===== src/pkg/ddlm_pkg.sv =====
// constants and carrier types for the driver diagnostic and load monitor
package ddlm_pkg;

    // ------------------------------------------------------------------
    // clock and timing
    // ------------------------------------------------------------------
    localparam int CLK_PERIOD_NS    = 100;
    localparam int RETRY_PAUSE_NS   = 10000;
    localparam int RETRY_PAUSE_CYC  =
        (RETRY_PAUSE_NS + CLK_PERIOD_NS - 1) / CLK_PERIOD_NS;
    localparam int CLEAN_TIME_NS    = 1000000;
    localparam int CLEAN_TIME_CYC   = CLEAN_TIME_NS / CLK_PERIOD_NS;
    localparam int SHORT_RETRIES    = 3;

    // ------------------------------------------------------------------
    // temperature levels in degrees celsius
    // ------------------------------------------------------------------
    localparam logic [7:0] TEMP_WARN_C = 8'h78;
    localparam logic [7:0] TEMP_SHDN_C = 8'h96;

    // ------------------------------------------------------------------
    // load measurement
    // ------------------------------------------------------------------
    localparam int          LOAD_W      = 10;
    localparam int          THR_W       = 7;
    localparam int          THR_SHIFT   = 4;
    localparam logic [9:0]  LOAD_MAX    = 10'h3FF;
    localparam int          FILT_STEPS  = 4;
    localparam int          STEP_PER_W  = 20;

    // ------------------------------------------------------------------
    // register map, byte addresses
    // ------------------------------------------------------------------
    localparam logic [7:0] ADDR_CTRL     = 8'h00;
    localparam logic [7:0] ADDR_LOWVEL   = 8'h04;
    localparam logic [7:0] ADDR_STATUS   = 8'h08;
    localparam logic [7:0] ADDR_IRQ_STAT = 8'h0C;
    localparam logic [7:0] ADDR_IRQ_CLR  = 8'h10;
    localparam logic [7:0] ADDR_IRQ_EN   = 8'h14;

    // control register fields
    localparam int CTRL_FILT_BIT = 0;
    localparam int CTRL_THR_LSB  = 8;
    localparam logic [31:0] CTRL_RESET   = 32'h0000_0000;
    localparam logic [19:0] LOWVEL_RESET = 20'h00000;

    // interrupt event bits
    localparam int IRQ_W        = 8;
    localparam int EV_WARN      = 0;
    localparam int EV_SHDN      = 1;
    localparam int EV_S2G_A     = 2;
    localparam int EV_S2G_B     = 3;
    localparam int EV_OPEN_A    = 4;
    localparam int EV_OPEN_B    = 5;
    localparam int EV_STALL     = 6;
    localparam int EV_LOAD_NEW  = 7;

    // ------------------------------------------------------------------
    // types
    // ------------------------------------------------------------------
    typedef enum logic [1:0] {
        SHORT_RUN,
        SHORT_PAUSE,
        SHORT_LATCHED
    } ddlm_short_st_t;

    // driver status word, bit 31 down to bit 0
    typedef struct packed {
        logic [8:0]  reserved;
        logic        stall;
        logic        open_load_b;
        logic        open_load_a;
        logic        bridge_b_ground_short_flag;
        logic        bridge_a_ground_short_flag;
        logic        overheat_shutdown_flag;
        logic        overheat_warn_flag;
        logic [5:0]  zero;
        logic [9:0]  load_measure_value;
    } ddlm_status_t;

endpackage


===== src/rtl/ddlm_top.sv =====
// driver diagnostic flags, short protection and load measurement
`timescale 1ns/10ps
`default_nettype none

module ddlm_top #(
    parameter int CLEAN_CYC = ddlm_pkg::CLEAN_TIME_CYC
) (
    // clock and reset
    input  wire logic                 clock_i,
    input  wire logic                 srst_i,
    // apb slave
    input  wire logic                 psel_i,
    input  wire logic                 penable_i,
    input  wire logic                 pwrite_i,
    input  wire logic [7:0]           paddr_i,
    input  wire logic [31:0]          pwdata_i,
    output logic      [31:0]          prdata_o,
    output logic                      pready_o,
    output logic                      pslverr_o,
    // pins from the power stage and sensors
    input  wire logic                 drv_enable_i,
    input  wire logic [7:0]           temp_c_i,
    input  wire logic [1:0]           hs_overcurrent_i,
    input  wire logic [1:0]           coil_current_ok_i,
    // on-chip step and load inputs
    input  wire logic                 fullstep_i,
    input  wire logic [9:0]           load_raw_i,
    input  wire logic [19:0]          measured_step_period_i,
    // outputs
    output logic [1:0]                bridge_enable_o,
    output logic                      stall_o,
    output logic                      irq_o
);

    // ------------------------------------------------------------------
    // parameter check
    // ------------------------------------------------------------------
    if (CLEAN_CYC < 1 || CLEAN_CYC > 1048575) begin : g_bad_clean
        $error("CLEAN_CYC out of range");
    end

    // ------------------------------------------------------------------
    // pin synchronisers
    // ------------------------------------------------------------------
    // temperature code is assumed slow; a torn sample lasts one cycle only
    logic [12:0] pin_s1_q;
    logic [12:0] pin_s2_q;
    always_ff @(posedge clock_i) begin
        pin_s1_q <= {drv_enable_i, temp_c_i, hs_overcurrent_i,
                     coil_current_ok_i};
        pin_s2_q <= pin_s1_q;
    end
    wire logic       drv_en_s  = pin_s2_q[12];
    wire logic [7:0] temp_s    = pin_s2_q[11:4];
    wire logic [1:0] oc_s      = pin_s2_q[3:2];
    wire logic [1:0] coil_ok_s = pin_s2_q[1:0];

    // ------------------------------------------------------------------
    // temperature protection
    // ------------------------------------------------------------------
    logic warn_q;
    logic ot_q;
    wire logic at_warn = temp_s >= ddlm_pkg::TEMP_WARN_C;
    wire logic at_shdn = temp_s >= ddlm_pkg::TEMP_SHDN_C;
    always_ff @(posedge clock_i) begin
        if (srst_i) begin
            warn_q <= 1'b0;
            ot_q   <= 1'b0;
        end else begin
            warn_q <= at_warn;
            // hysteresis: release only below the warning level
            if (at_shdn) begin
                ot_q <= 1'b1;
            end else if (!at_warn) begin
                ot_q <= 1'b0;
            end
        end
    end

    // ------------------------------------------------------------------
    // short to ground, one handler per bridge
    // ------------------------------------------------------------------
    ddlm_pkg::ddlm_short_st_t sh_st_q [2];
    logic [1:0]  sh_retry_q [2];
    logic [13:0] sh_pause_q [2];
    logic [19:0] sh_clean_q [2];
    logic [1:0]  short_flag;
    logic [1:0]  bridge_on;
    for (genvar b = 0; b < 2; b++) begin : g_bridge
        assign short_flag[b] = sh_st_q[b] == ddlm_pkg::SHORT_LATCHED;
        assign bridge_on[b]  = drv_en_s && !ot_q
                               && sh_st_q[b] == ddlm_pkg::SHORT_RUN;
        wire logic hit = oc_s[b] && bridge_on[b];
        always_ff @(posedge clock_i) begin
            if (srst_i) begin
                sh_st_q[b]    <= ddlm_pkg::SHORT_RUN;
                sh_retry_q[b] <= 2'h0;
                sh_pause_q[b] <= 14'h0000;
                sh_clean_q[b] <= 20'h00000;
            end else begin
                case (sh_st_q[b])
                    ddlm_pkg::SHORT_RUN: begin
                        if (hit && sh_retry_q[b] == 2'(ddlm_pkg::SHORT_RETRIES)
                        ) begin
                            sh_st_q[b] <= ddlm_pkg::SHORT_LATCHED;
                        end else if (hit) begin
                            sh_retry_q[b] <= sh_retry_q[b] + 2'h1;
                            sh_pause_q[b] <= 14'(ddlm_pkg::RETRY_PAUSE_CYC);
                            sh_st_q[b]    <= ddlm_pkg::SHORT_PAUSE;
                        end else if (sh_clean_q[b] != 20'h00000) begin
                            sh_clean_q[b] <= sh_clean_q[b] - 20'h00001;
                        end else begin
                            // glitch forgotten after a clean stretch
                            sh_retry_q[b] <= 2'h0;
                        end
                    end
                    ddlm_pkg::SHORT_PAUSE: begin
                        sh_clean_q[b] <= 20'(CLEAN_CYC);
                        if (sh_pause_q[b] == 14'h0001) begin
                            sh_st_q[b] <= ddlm_pkg::SHORT_RUN;
                        end
                        sh_pause_q[b] <= sh_pause_q[b] - 14'h0001;
                    end
                    ddlm_pkg::SHORT_LATCHED: begin
                        if (!drv_en_s) begin
                            sh_st_q[b]    <= ddlm_pkg::SHORT_RUN;
                            sh_retry_q[b] <= 2'h0;
                        end
                    end
                    default: sh_st_q[b] <= ddlm_pkg::SHORT_RUN;
                endcase
            end
        end
    end

    // ------------------------------------------------------------------
    // open load, sampled once per full step, report only
    // ------------------------------------------------------------------
    logic [1:0] open_q;
    always_ff @(posedge clock_i) begin
        if (srst_i) begin
            open_q <= 2'h0;
        end else if (fullstep_i) begin
            open_q <= bridge_on & ~coil_ok_s;
        end
    end

    // ------------------------------------------------------------------
    // control registers
    // ------------------------------------------------------------------
    logic [31:0] ctrl_q;
    logic [19:0] lowvel_q;
    logic [7:0]  irq_stat_q;
    logic [7:0]  irq_en_q;
    wire logic        filt_en = ctrl_q[ddlm_pkg::CTRL_FILT_BIT];
    wire logic [6:0]  thr     =
        ctrl_q[ddlm_pkg::CTRL_THR_LSB +: ddlm_pkg::THR_W];

    // ------------------------------------------------------------------
    // load measurement
    // ------------------------------------------------------------------
    // threshold scaled by 16 shifts the raw reading; result clamped
    wire logic signed [11:0] load_adj =
        $signed({2'b00, load_raw_i}) + $signed({thr[6], thr, 4'h0});
    wire logic [9:0] load_clamp =
        load_adj[11]           ? 10'h000 :
        (load_adj[10] == 1'b1) ? ddlm_pkg::LOAD_MAX :
                                 load_adj[9:0];
    logic [11:0] acc_q;
    logic [1:0]  acc_cnt_q;
    logic [9:0]  load_q;
    logic        load_new_q;
    wire logic [11:0] acc_sum = acc_q + {2'b00, load_clamp};
    wire logic        filt_last = acc_cnt_q == 2'(ddlm_pkg::FILT_STEPS - 1);
    always_ff @(posedge clock_i) begin
        if (srst_i) begin
            acc_q      <= 12'h000;
            acc_cnt_q  <= 2'h0;
            load_q     <= 10'h000;
            load_new_q <= 1'b0;
        end else begin
            load_new_q <= 1'b0;
            if (fullstep_i && (!filt_en || filt_last)) begin
                load_q     <= filt_en ? acc_sum[11:2] : load_clamp;
                load_new_q <= 1'b1;
                acc_q      <= 12'h000;
                acc_cnt_q  <= 2'h0;
            end else if (fullstep_i) begin
                acc_q     <= acc_sum;
                acc_cnt_q <= acc_cnt_q + 2'h1;
            end
        end
    end

    // ------------------------------------------------------------------
    // stall and bridge outputs
    // ------------------------------------------------------------------
    wire logic vel_ok = lowvel_q >= measured_step_period_i;
    logic stall_q;
    logic [1:0] bridge_q;
    always_ff @(posedge clock_i) begin
        if (srst_i) begin
            stall_q  <= 1'b0;
            bridge_q <= 2'h0;
        end else begin
            stall_q  <= vel_ok && load_q == 10'h000;
            bridge_q <= bridge_on;
        end
    end
    assign stall_o         = stall_q;
    assign bridge_enable_o = bridge_q;

    // ------------------------------------------------------------------
    // status word and events
    // ------------------------------------------------------------------
    ddlm_pkg::ddlm_status_t status;
    assign status = {9'h000, stall_q, open_q, short_flag, ot_q, warn_q,
                     6'h00, load_q};

    logic [7:0] ev_prev_q;
    wire logic [7:0] ev_level = {1'b0, stall_q, open_q, short_flag,
                                 ot_q, warn_q};
    wire logic [7:0] ev_rise  = (ev_level & ~ev_prev_q)
                                | {load_new_q, 7'h00};

    // ------------------------------------------------------------------
    // apb slave: one wait state, answer on the second access cycle
    // ------------------------------------------------------------------
    logic [31:0] prdata_q;
    logic        pready_q;
    logic        pslverr_q;
    logic        irq_q;
    wire logic access   = psel_i && penable_i && !pready_q;
    wire logic done     = psel_i && penable_i && pready_q;
    wire logic hit_ctrl = paddr_i == ddlm_pkg::ADDR_CTRL;
    wire logic hit_low  = paddr_i == ddlm_pkg::ADDR_LOWVEL;
    wire logic hit_stat = paddr_i == ddlm_pkg::ADDR_STATUS;
    wire logic hit_ist  = paddr_i == ddlm_pkg::ADDR_IRQ_STAT;
    wire logic hit_iclr = paddr_i == ddlm_pkg::ADDR_IRQ_CLR;
    wire logic hit_ien  = paddr_i == ddlm_pkg::ADDR_IRQ_EN;
    wire logic mapped   = hit_ctrl | hit_low | hit_stat | hit_ist
                          | hit_iclr | hit_ien;
    wire logic [31:0] rd_mux =
        hit_ctrl ? ctrl_q :
        hit_low  ? {12'h000, lowvel_q} :
        hit_stat ? status :
        hit_ist  ? {24'h000000, irq_stat_q} :
        hit_ien  ? {24'h000000, irq_en_q} : 32'h0000_0000;
    wire logic wr_ok    = done && pwrite_i;
    wire logic [7:0] clr = (wr_ok && hit_iclr) ? pwdata_i[7:0] : 8'h00;
    wire logic [31:0] ctrl_mask = 32'h0000_7F01;
    always_ff @(posedge clock_i) begin
        if (srst_i) begin
            pready_q   <= 1'b0;
            pslverr_q  <= 1'b0;
            prdata_q   <= 32'h0000_0000;
            ctrl_q     <= ddlm_pkg::CTRL_RESET;
            lowvel_q   <= ddlm_pkg::LOWVEL_RESET;
            irq_stat_q <= 8'h00;
            irq_en_q   <= 8'h00;
            ev_prev_q  <= 8'h00;
            irq_q      <= 1'b0;
        end else begin
            pready_q  <= access;
            pslverr_q <= access && !mapped;
            prdata_q  <= (access && !pwrite_i) ? rd_mux : 32'h0000_0000;
            if (wr_ok && hit_ctrl) begin
                ctrl_q <= pwdata_i & ctrl_mask;
            end
            if (wr_ok && hit_low) begin
                lowvel_q <= pwdata_i[19:0];
            end
            if (wr_ok && hit_ien) begin
                irq_en_q <= pwdata_i[7:0];
            end
            ev_prev_q  <= ev_level;
            // a new event wins over a clear in the same cycle
            irq_stat_q <= (irq_stat_q & ~clr) | ev_rise;
            irq_q      <= |(irq_stat_q & irq_en_q);
        end
    end
    assign prdata_o  = prdata_q;
    assign pready_o  = pready_q;
    assign pslverr_o = pslverr_q;
    assign irq_o     = irq_q;
endmodule

`default_nettype wire


===== config.mk =====
export PLATFORM = sky130hd
export DESIGN_NAME = ddlm_top
export DESIGN_NICKNAME = d
export VERILOG_FILES = /design/src/pkg/ddlm_pkg.sv /design/src/rtl/ddlm_top.sv
export SDC_FILE = /design/constraint.sdc
export NUM_CORES = 1
export LEC_CHECK = 0
export BUFFER_PORTS_ARGS = -buffer_cell sky130_fd_sc_hd__clkbuf_2
export CAP_MARGIN = 20
export CORE_MARGIN = 5
export CORE_UTILIZATION = 60
export DETAILED_ROUTE_END_ITERATION = 8
export GPL_ROUTABILITY_DRIVEN = 0
export PLACE_DENSITY = 0.84
export SETUP_SLACK_MARGIN = 0.5
export SYNTH_ARGS = -nofsm -noshare
export SYNTH_HDL_FRONTEND = slang
export SYNTH_SLANG_ARGS = --single-unit

===== constraint.sdc =====
create_clock -name clock_i -period 6.34 [get_ports clock_i]
set_input_delay 0.317 -clock clock_i [delete_from_list [all_inputs] [get_ports clock_i]]
set_output_delay 0.317 -clock clock_i [all_outputs]
set_load 0.02 [all_outputs]

==> metrics.cfg, run 1 <==
[pwr]
clkPwrFrac_pct = 40.1
p_switching_mw = 0.791
seqPwrFrac_pct = 48.8
power_leakage_nw = 4.63
power_frac_comb_pct = 11.1
power_mw = 3.18
swShare_pct = 24.8
p_per_area_mw_per_mm2 = 279
intPower_mw = 2.39
peakVddDrop_v = 0.000295

[clocking]
cts_tree = yes
hold_buffers = 12
cts_made_buffers = 22
htree_levels = 1
clk_path_buf_depth = 3
clkTransAtPathRegs_ps = 60
clkSinkCount = 209
postCtsSetupRepairBufs = 0
post_cts_resized = 0
insertion_delay_ps = 500
cts_root_buf = clkbuf_16

[timing]
fin_worst_skew_ps = 13.6
final_hold_viol_count = 0
fin_tns_setup_ps = 0
finalMaxSlewViolations = 0
worst_slew_pin_slew_ps = 1040
relSlewSlack_pct = 30.3
fmax_mhz = 226
fin_crit_sh_pct = 69.7
timing.hold.ws_ps = 45.8
setup_violations = 0
fin_crit_ps = 4420
rsz0062_at_grt = no

[drt]
routed_via_density = 5.70
wl_um = 22800
ant_nets = 0
drt_iter0_drc = 669
drc = 0
first_pass_iters = 5
vias = 7847
wl_per_cell_um = 16.6

[synthesis]
synth-xor-area-share_pct = 5.66
synth_top_cell_by_area = dfxtp_1
synth_flop_cell = dfxtp_1
yosysUniqueCellTypes = 64
synth_edf_count = 76
yosysMostFrequentCell = nor2_1
synthTopCellsByCount = nor2_1 (138), dfxtp_1 (133), nand2_1 (104), a21oi_1 (83), edfxtp_1 (76)
synth_top_family_by_area = simple AND/OR/NAND/NOR gates
post-synth-top-area-fraction_pct = 26.9
synthTopCellsByArea = dfxtp_1 (27%), edfxtp_1 (23%), ha_1 (5.7%), nor2_1 (5.2%), a21oi_1 (4.2%)
yosys-mux-area-fraction_pct = 2.72
ys_ff_latch = 209
ys_async_sr_fraction_pct = 0
yosys_warnings = 0
netlist_area_mm2 = 0.00990
synth-seq-area-share_pct = 49.9
synth_adder_area_share_pct = 6.09
synth_cells = 1033
synthSimpleGateAreaFrac_pct = 18.6
syn_avg_cell_area_um2 = 9.58
synth-compound-area-share_pct = 12.9

[status]
status = finished, final reports clean

[critical_path]
startpoint_type = register
crit_arrival_ps = 4800
crit_fanout = 7
r2r-end = load_q[8]
endpoint = load_q[8]
crit_type = register to register
cp-end-kind = register
cp.required_ps = 6720
reg2reg_slack_ps = 1920
r2r_start = ctrl_q[8]
ff2ff_path_depth = 19
cp-startpoint = ctrl_q[8]

[worst_hold_path]
hold_path_class = input pin to register
min_delay_path_depth = 3

[floorplan]
die_area_mm2 = 0.0192
ios = 127
coreArea_mm2 = 0.0164
start_util_pct = 60.3
die_w_um = 138
fp-row-count = 47
fp.dieH_um = 138

[global_route]
grt_pass1_vias = 7853
grt_use_total_pct = 23.4
antenna_found_initial = 0
grt_pass1_wl_um = 37800
grt_max_degree = 72
overflow = 0

[place]
io_buffers = 104
dp_hpwl_um = 15900

[cells_and_area]
drive_gt1_share_pct = 15.1
area_delta_synth_final_pct = 15.3
fin_nets = 1278
antenna_cells = 0

[job]
drv_cap = 0

-- layer usage --
metal | global-route usage [%] | share of wire, % | wire (µm) | vias to the layer above
li1 | - | - | - | 3848
met3 | 4.14 | 5.9 | 1360 | 58
met4 | 8.01 | 3.4 | 766 | 0
met2 | 41.9 | 51 | 11500 | 259
met5 | 0 | 0 | 0 | -
met1 | 28.5 | 40 | 9180 | 3682
-- placed cells by master, fill, tap and decap left out, types with 4 or more instances in the layout --
| master | synthesis | layout |
|---|---|---|
| nor2_1 | 138 | 138 |
| dfxtp_1 | 133 | 133 |
| nand2_1 | 104 | 104 |
| clkbuf_2 | 0 | 104 |
| a21oi_1 | 83 | 83 |
| edfxtp_1 | 76 | 76 |
| inv_1 | 48 | 48 |
| ha_1 | 45 | 45 |
| xnor2_1 | 44 | 44 |
| o21ai_0 | 34 | 34 |
| nor3_1 | 29 | 29 |
| clkbuf_16 | 0 | 25 |
| a22oi_1 | 22 | 22 |
| xor2_1 | 20 | 20 |
| mux2i_1 | 19 | 19 |
| nor2b_1 | 17 | 17 |
| nor4_1 | 18 | 17 |
| nand3_1 | 16 | 16 |
| nand2b_1 | 12 | 12 |
| dlygate4sd3_1 | 0 | 12 |
| and3_1 | 11 | 11 |
| a21o_1 | 9 | 9 |
| or3_1 | 9 | 9 |
| conb_1 | 1 | 9 |
| mux2_2 | 7 | 7 |
| a211oi_1 | 6 | 6 |
| buf_4 | 9 | 6 |
| nor3b_1 | 5 | 5 |
| or2_2 | 5 | 5 |
| o21ai_2 | 5 | 5 |
| nand3b_1 | 4 | 4 |
| a221o_1 | 4 | 4 |
| a22o_1 | 4 | 4 |
| clkbuf_1 | 32 | 4 |
| clkbuf_8 | 0 | 4 |
-- power by group through the flow --
| stage | clock network [mW] | registers (mW) | logic [mW] |
|---|---|---|---|
| floorplan | 0 | 1.56 | 0.267 |
| global placement | 0 | 1.58 | 0.332 |
| detailed placement | 0 | 1.58 | 0.343 |
| CTS | 1.29 | 1.55 | 0.353 |
| global route | 1.34 | 1.56 | 0.397 |
| finish | 1.28 | 1.55 | 0.353 |
-- how the worst min path moves through the flow --
stage / startpoint / end / slack [ps]
2_1_floorplan: pin_s1_q[0] / pin_s2_q[0] / 310
4_1_cts: pwdata_i[15] / lowvel_q[15] / 40
3_3_place_gp: pin_s1_q[7] / pin_s2_q[7] / 310
3_5_place_dp: pin_s1_q[6] / pin_s2_q[6] / 310
6_report: pwdata_i[15] / lowvel_q[15] / 50
5_1_grt: pwdata_i[17] / lowvel_q[17] / 70
-- worst max-delay path: stages, from the launching register on --
cell and delay, ps:
dfxtp_1 370, ha_1 210, inv_1 60, fa_1 400, nand2b_1 170, a21oi_1 180
mux2i_1 240, or2_2 220, nor2_1 50, nor2_1 130, ha_1 180, inv_1 50
fa_1 400, nand2b_1 180, a21oi_1 210, o31ai_1 150, a2111oi_0 490, nor2_1 110
xnor2_1 160, a221o_1 320
-- final cells by class --
cell class                      count  area, µm²
Tap cell                          220        275
Fill cell                        1234       4990
Multi-Input combinational cell    738       4600
Clock buffer                       33        696
Sequential cell                   209       4940
Inverter                           48        180
Timing Repair Buffer              123        697
Clock inverter                      5       28.8
-- flip-flops by register name (all words and copies together) (netlist names), 2 cells and up --
register         count
irq_en_q             8
bridge_enable_o      2
lowvel_q            20
load_q              10
sh_pause_q          28
sh_st_q              4
irq_stat_q           8
sh_clean_q          40
open_q               2
ctrl_q               8
pin_s1_q            12
acc_cnt_q            2
ev_prev_q            7
pin_s2_q            12
acc_q               12
prdata_o            23
sh_retry_q           4
-- kinds of logic after synthesis --
family                   count (synthesis)
AO/OA/AOI/OAI                          202
AND/OR/NAND/NOR                        390
multiplexers                            26
XOR/XNOR                                64
other                                    1
adder cells (fa/ha/maj)                 47
flip-flops                             209
buffers and inverters                   94
-- stage by stage --
step           util, %  worst slack [ps]  cell area (µm²)  std cells
6_report          69.6              1920            11400       1376
5_1_grt           69.6              1480            11400       1376
4_1_cts           69.5              1920            11400       1375
3_5_place_dp      64.4              1930            10600       1325
3_3_place_gp      64.4              2000            10600       1325
2_1_floorplan        -              2320             9930       1041
Power figures use the tool's default switching activity.
==> run 2: changes to the inputs <==
CORE_UTILIZATION = 52   (was 60)
PLACE_DENSITY = 0.78   (was 0.84)
clock period = 4 ns   (was 6.34 ns; I/O delays follow)
==> run 2 against run 1 <==
  * Power increased by 62%
  * Global-route usage fell by 2.8 points
  * Flip-flop and latch count unchanged
  * Non-clock buffer count increased by 34
  * Die area rose by 14%
  * Combinational power rose by 70%
  * Clock skew grew 0.59 ps
  * Final cell count rose by 3.7%
  * Register-to-register slack got worse by 1700 ps
  * Critical endpoint unchanged
==> metrics.cfg, run 2 (synthesis results as in run 1) <==
[cells_and_area]
fin_nets = 1313
final_common_cell = nor2_1
most-common-layout-cells = nor2_1 (135), dfxtp_1 (131), clkbuf_2 (104)
largest_reg_flops = 40
final_util_pct = 63.8
fillCellCount = 1433
fin_area_mm2 = 0.0119
area_delta_synth_final_pct = 20.5
drive_gt1_share_pct = 18.4
top_register = sh_clean_q
antenna_cells = 0

[global_route]
grt_use_total_pct = 20.5
grt_pass1_vias = 7652
grt_pass1_wl_um = 37300
overflow = 0
antenna_found_initial = 0
grt_max_degree = 59

[critical_path]
crit_type = register to register
cp-end-kind = register
cp.required_ps = 4390
critical_path.max_stage_delay_ps = 350
crit_arrival_ps = 4150
path_buf_inv = 2
path_cells = ha_4 > inv_2 > fa_2 > nand2b_4 > a21oi_4 > mux2i_2 > or2_4 > nor2_1 > nor2_1 > ha_2 > inv_2 > fa_2 > nand2b_4 > a21oi_4 > o31ai_4 > a2111oi_4 > nor2_1 > xnor2_1 > a221o_1
path_common_cell = nor2_1
slowest_stage = dfxtp_2
crit_fanout = 3
path_delay_family = compound AO/OA/AOI/OAI gates
startpoint_type = register

[floorplan]
die_area_mm2 = 0.0219
ios = 127
coreArea_mm2 = 0.0187
fp-row-count = 50
fp.dieH_um = 148
start_util_pct = 52.9
die_w_um = 148

[pwr]
clkPwrFrac_pct = 40.7
peakVddDrop_v = 0.000364
p_switching_mw = 1.27
power_frac_comb_pct = 11.6
p_per_area_mw_per_mm2 = 432
intPower_mw = 3.89
seqPwrFrac_pct = 47.7
power_leakage_nw = 4.83
swShare_pct = 24.6
power_mw = 5.16

[clocking]
cts_root_buf = clkbuf_16
clkSinkCount = 209
htree_levels = 1
clk_path_buf_depth = 3
cts_tree = yes
clkTransAtPathRegs_ps = 60
insertion_delay_ps = 510
cts_made_buffers = 23

[timing]
worst_slew_pin_slew_ps = 1000
fin_worst_skew_ps = 14.2
final_hold_viol_count = 0
fin_ws_ps = 236
finalMaxSlewViolations = 0
fin_crit_ps = 3760
rsz0062_at_grt = yes
fin_crit_sh_pct = 94.1
fmax_mhz = 266
relSlewSlack_pct = 32.8
fin_tns_setup_ps = 0
setup_violations = 0

[drt]
wl_per_cell_um = 16.3
vias = 7957
drt_iter0_drc = 539
ant_nets = 0
drc = 0
first_pass_iters = 5
wl_um = 23200
routed_via_density = 5.58

[job]
drv_cap = 0

[status]
status = finished, final reports clean

[worst_hold_path]
hold_path_class = input pin to register

[place]
dp_hpwl_um = 16100
post-place-ws_ps = 76.6
io_buffers = 104
post_dp_cell_area_mm2 = 0.0107

run 2: cell types whose count changed in the layout (fill, tap and decap cells not counted), moves of 4 or more:
cell           before  now
a21oi_2             0    4
buf_4               6   20
a21oi_1            83   77
inv_1              48   44
o21ai_0            34   28
dlygate4sd3_1      12   33
inv_2               0    4
run 2: cell type report:
type	count	area (µm²)	share of cell area, %
clock buffer	36	706	5.91
clock inverter	5	53.8	0.451
inverter	48	180	1.51
multi-input combinational	738	4750	39.8
sequential	209	4950	41.5
tap	234	293	2.45
timing repair buffer	157	1000	8.39
run 2: final timing paths:
kind                     from          end  slack, ps  cells after the start
setup / recovery    ctrl_q[8]    load_q[8]        240                     19
hold / removal      penable_i     pready_o         50                      3
setup reg to reg    ctrl_q[8]    load_q[8]        240                     19
hold reg to reg   pin_s1_q[9]  pin_s2_q[9]        320                      0
run 2: metrics by stage:
stage,cells,hold slack (ps)
2_1_floorplan,1041,228
3_3_place_gp,1342,303
3_5_place_dp,1342,304
4_1_cts,1422,36.5
5_1_grt,1427,58.6
6_report,1427,53.2
run 2: metal layers:
metal	vias to the layer above	share of wire, %	wire length (µm)	track usage, %
met3	60	5.4	1250	3.74
li1	3911	-	-	-
met1	3751	43	9910	26.2
met4	0	2.9	671	6.24
met5	-	0	0	0.455
met2	235	49	11400	35.6
run 2: tightest hold or removal path, delay by kind of cell:
| kind | cells | cell delay (ps) |
|---|---|---|
| AND/OR/NAND/NOR | 2 | 210 |
| buffers and inverters | 1 | 80 |
run 2: power groups by stage:
stage	Combinational (mW)	Clock, mW	Sequential (mW)
2_1_floorplan	0.428	0	2.47
3_3_place_gp	0.538	0	2.50
3_5_place_dp	0.550	0	2.50
4_1_cts	0.589	2.13	2.46
5_1_grt	0.670	2.23	2.48
6_report	0.600	2.10	2.46
run 2: repair_timing:
action,CTS,global route
endpoints found under the hold margin,43,0
endpoints found under the setup margin,11,16
hold buffers,33,0
resized for setup,10,22
pin swaps,11,10
setup buffers,6,5
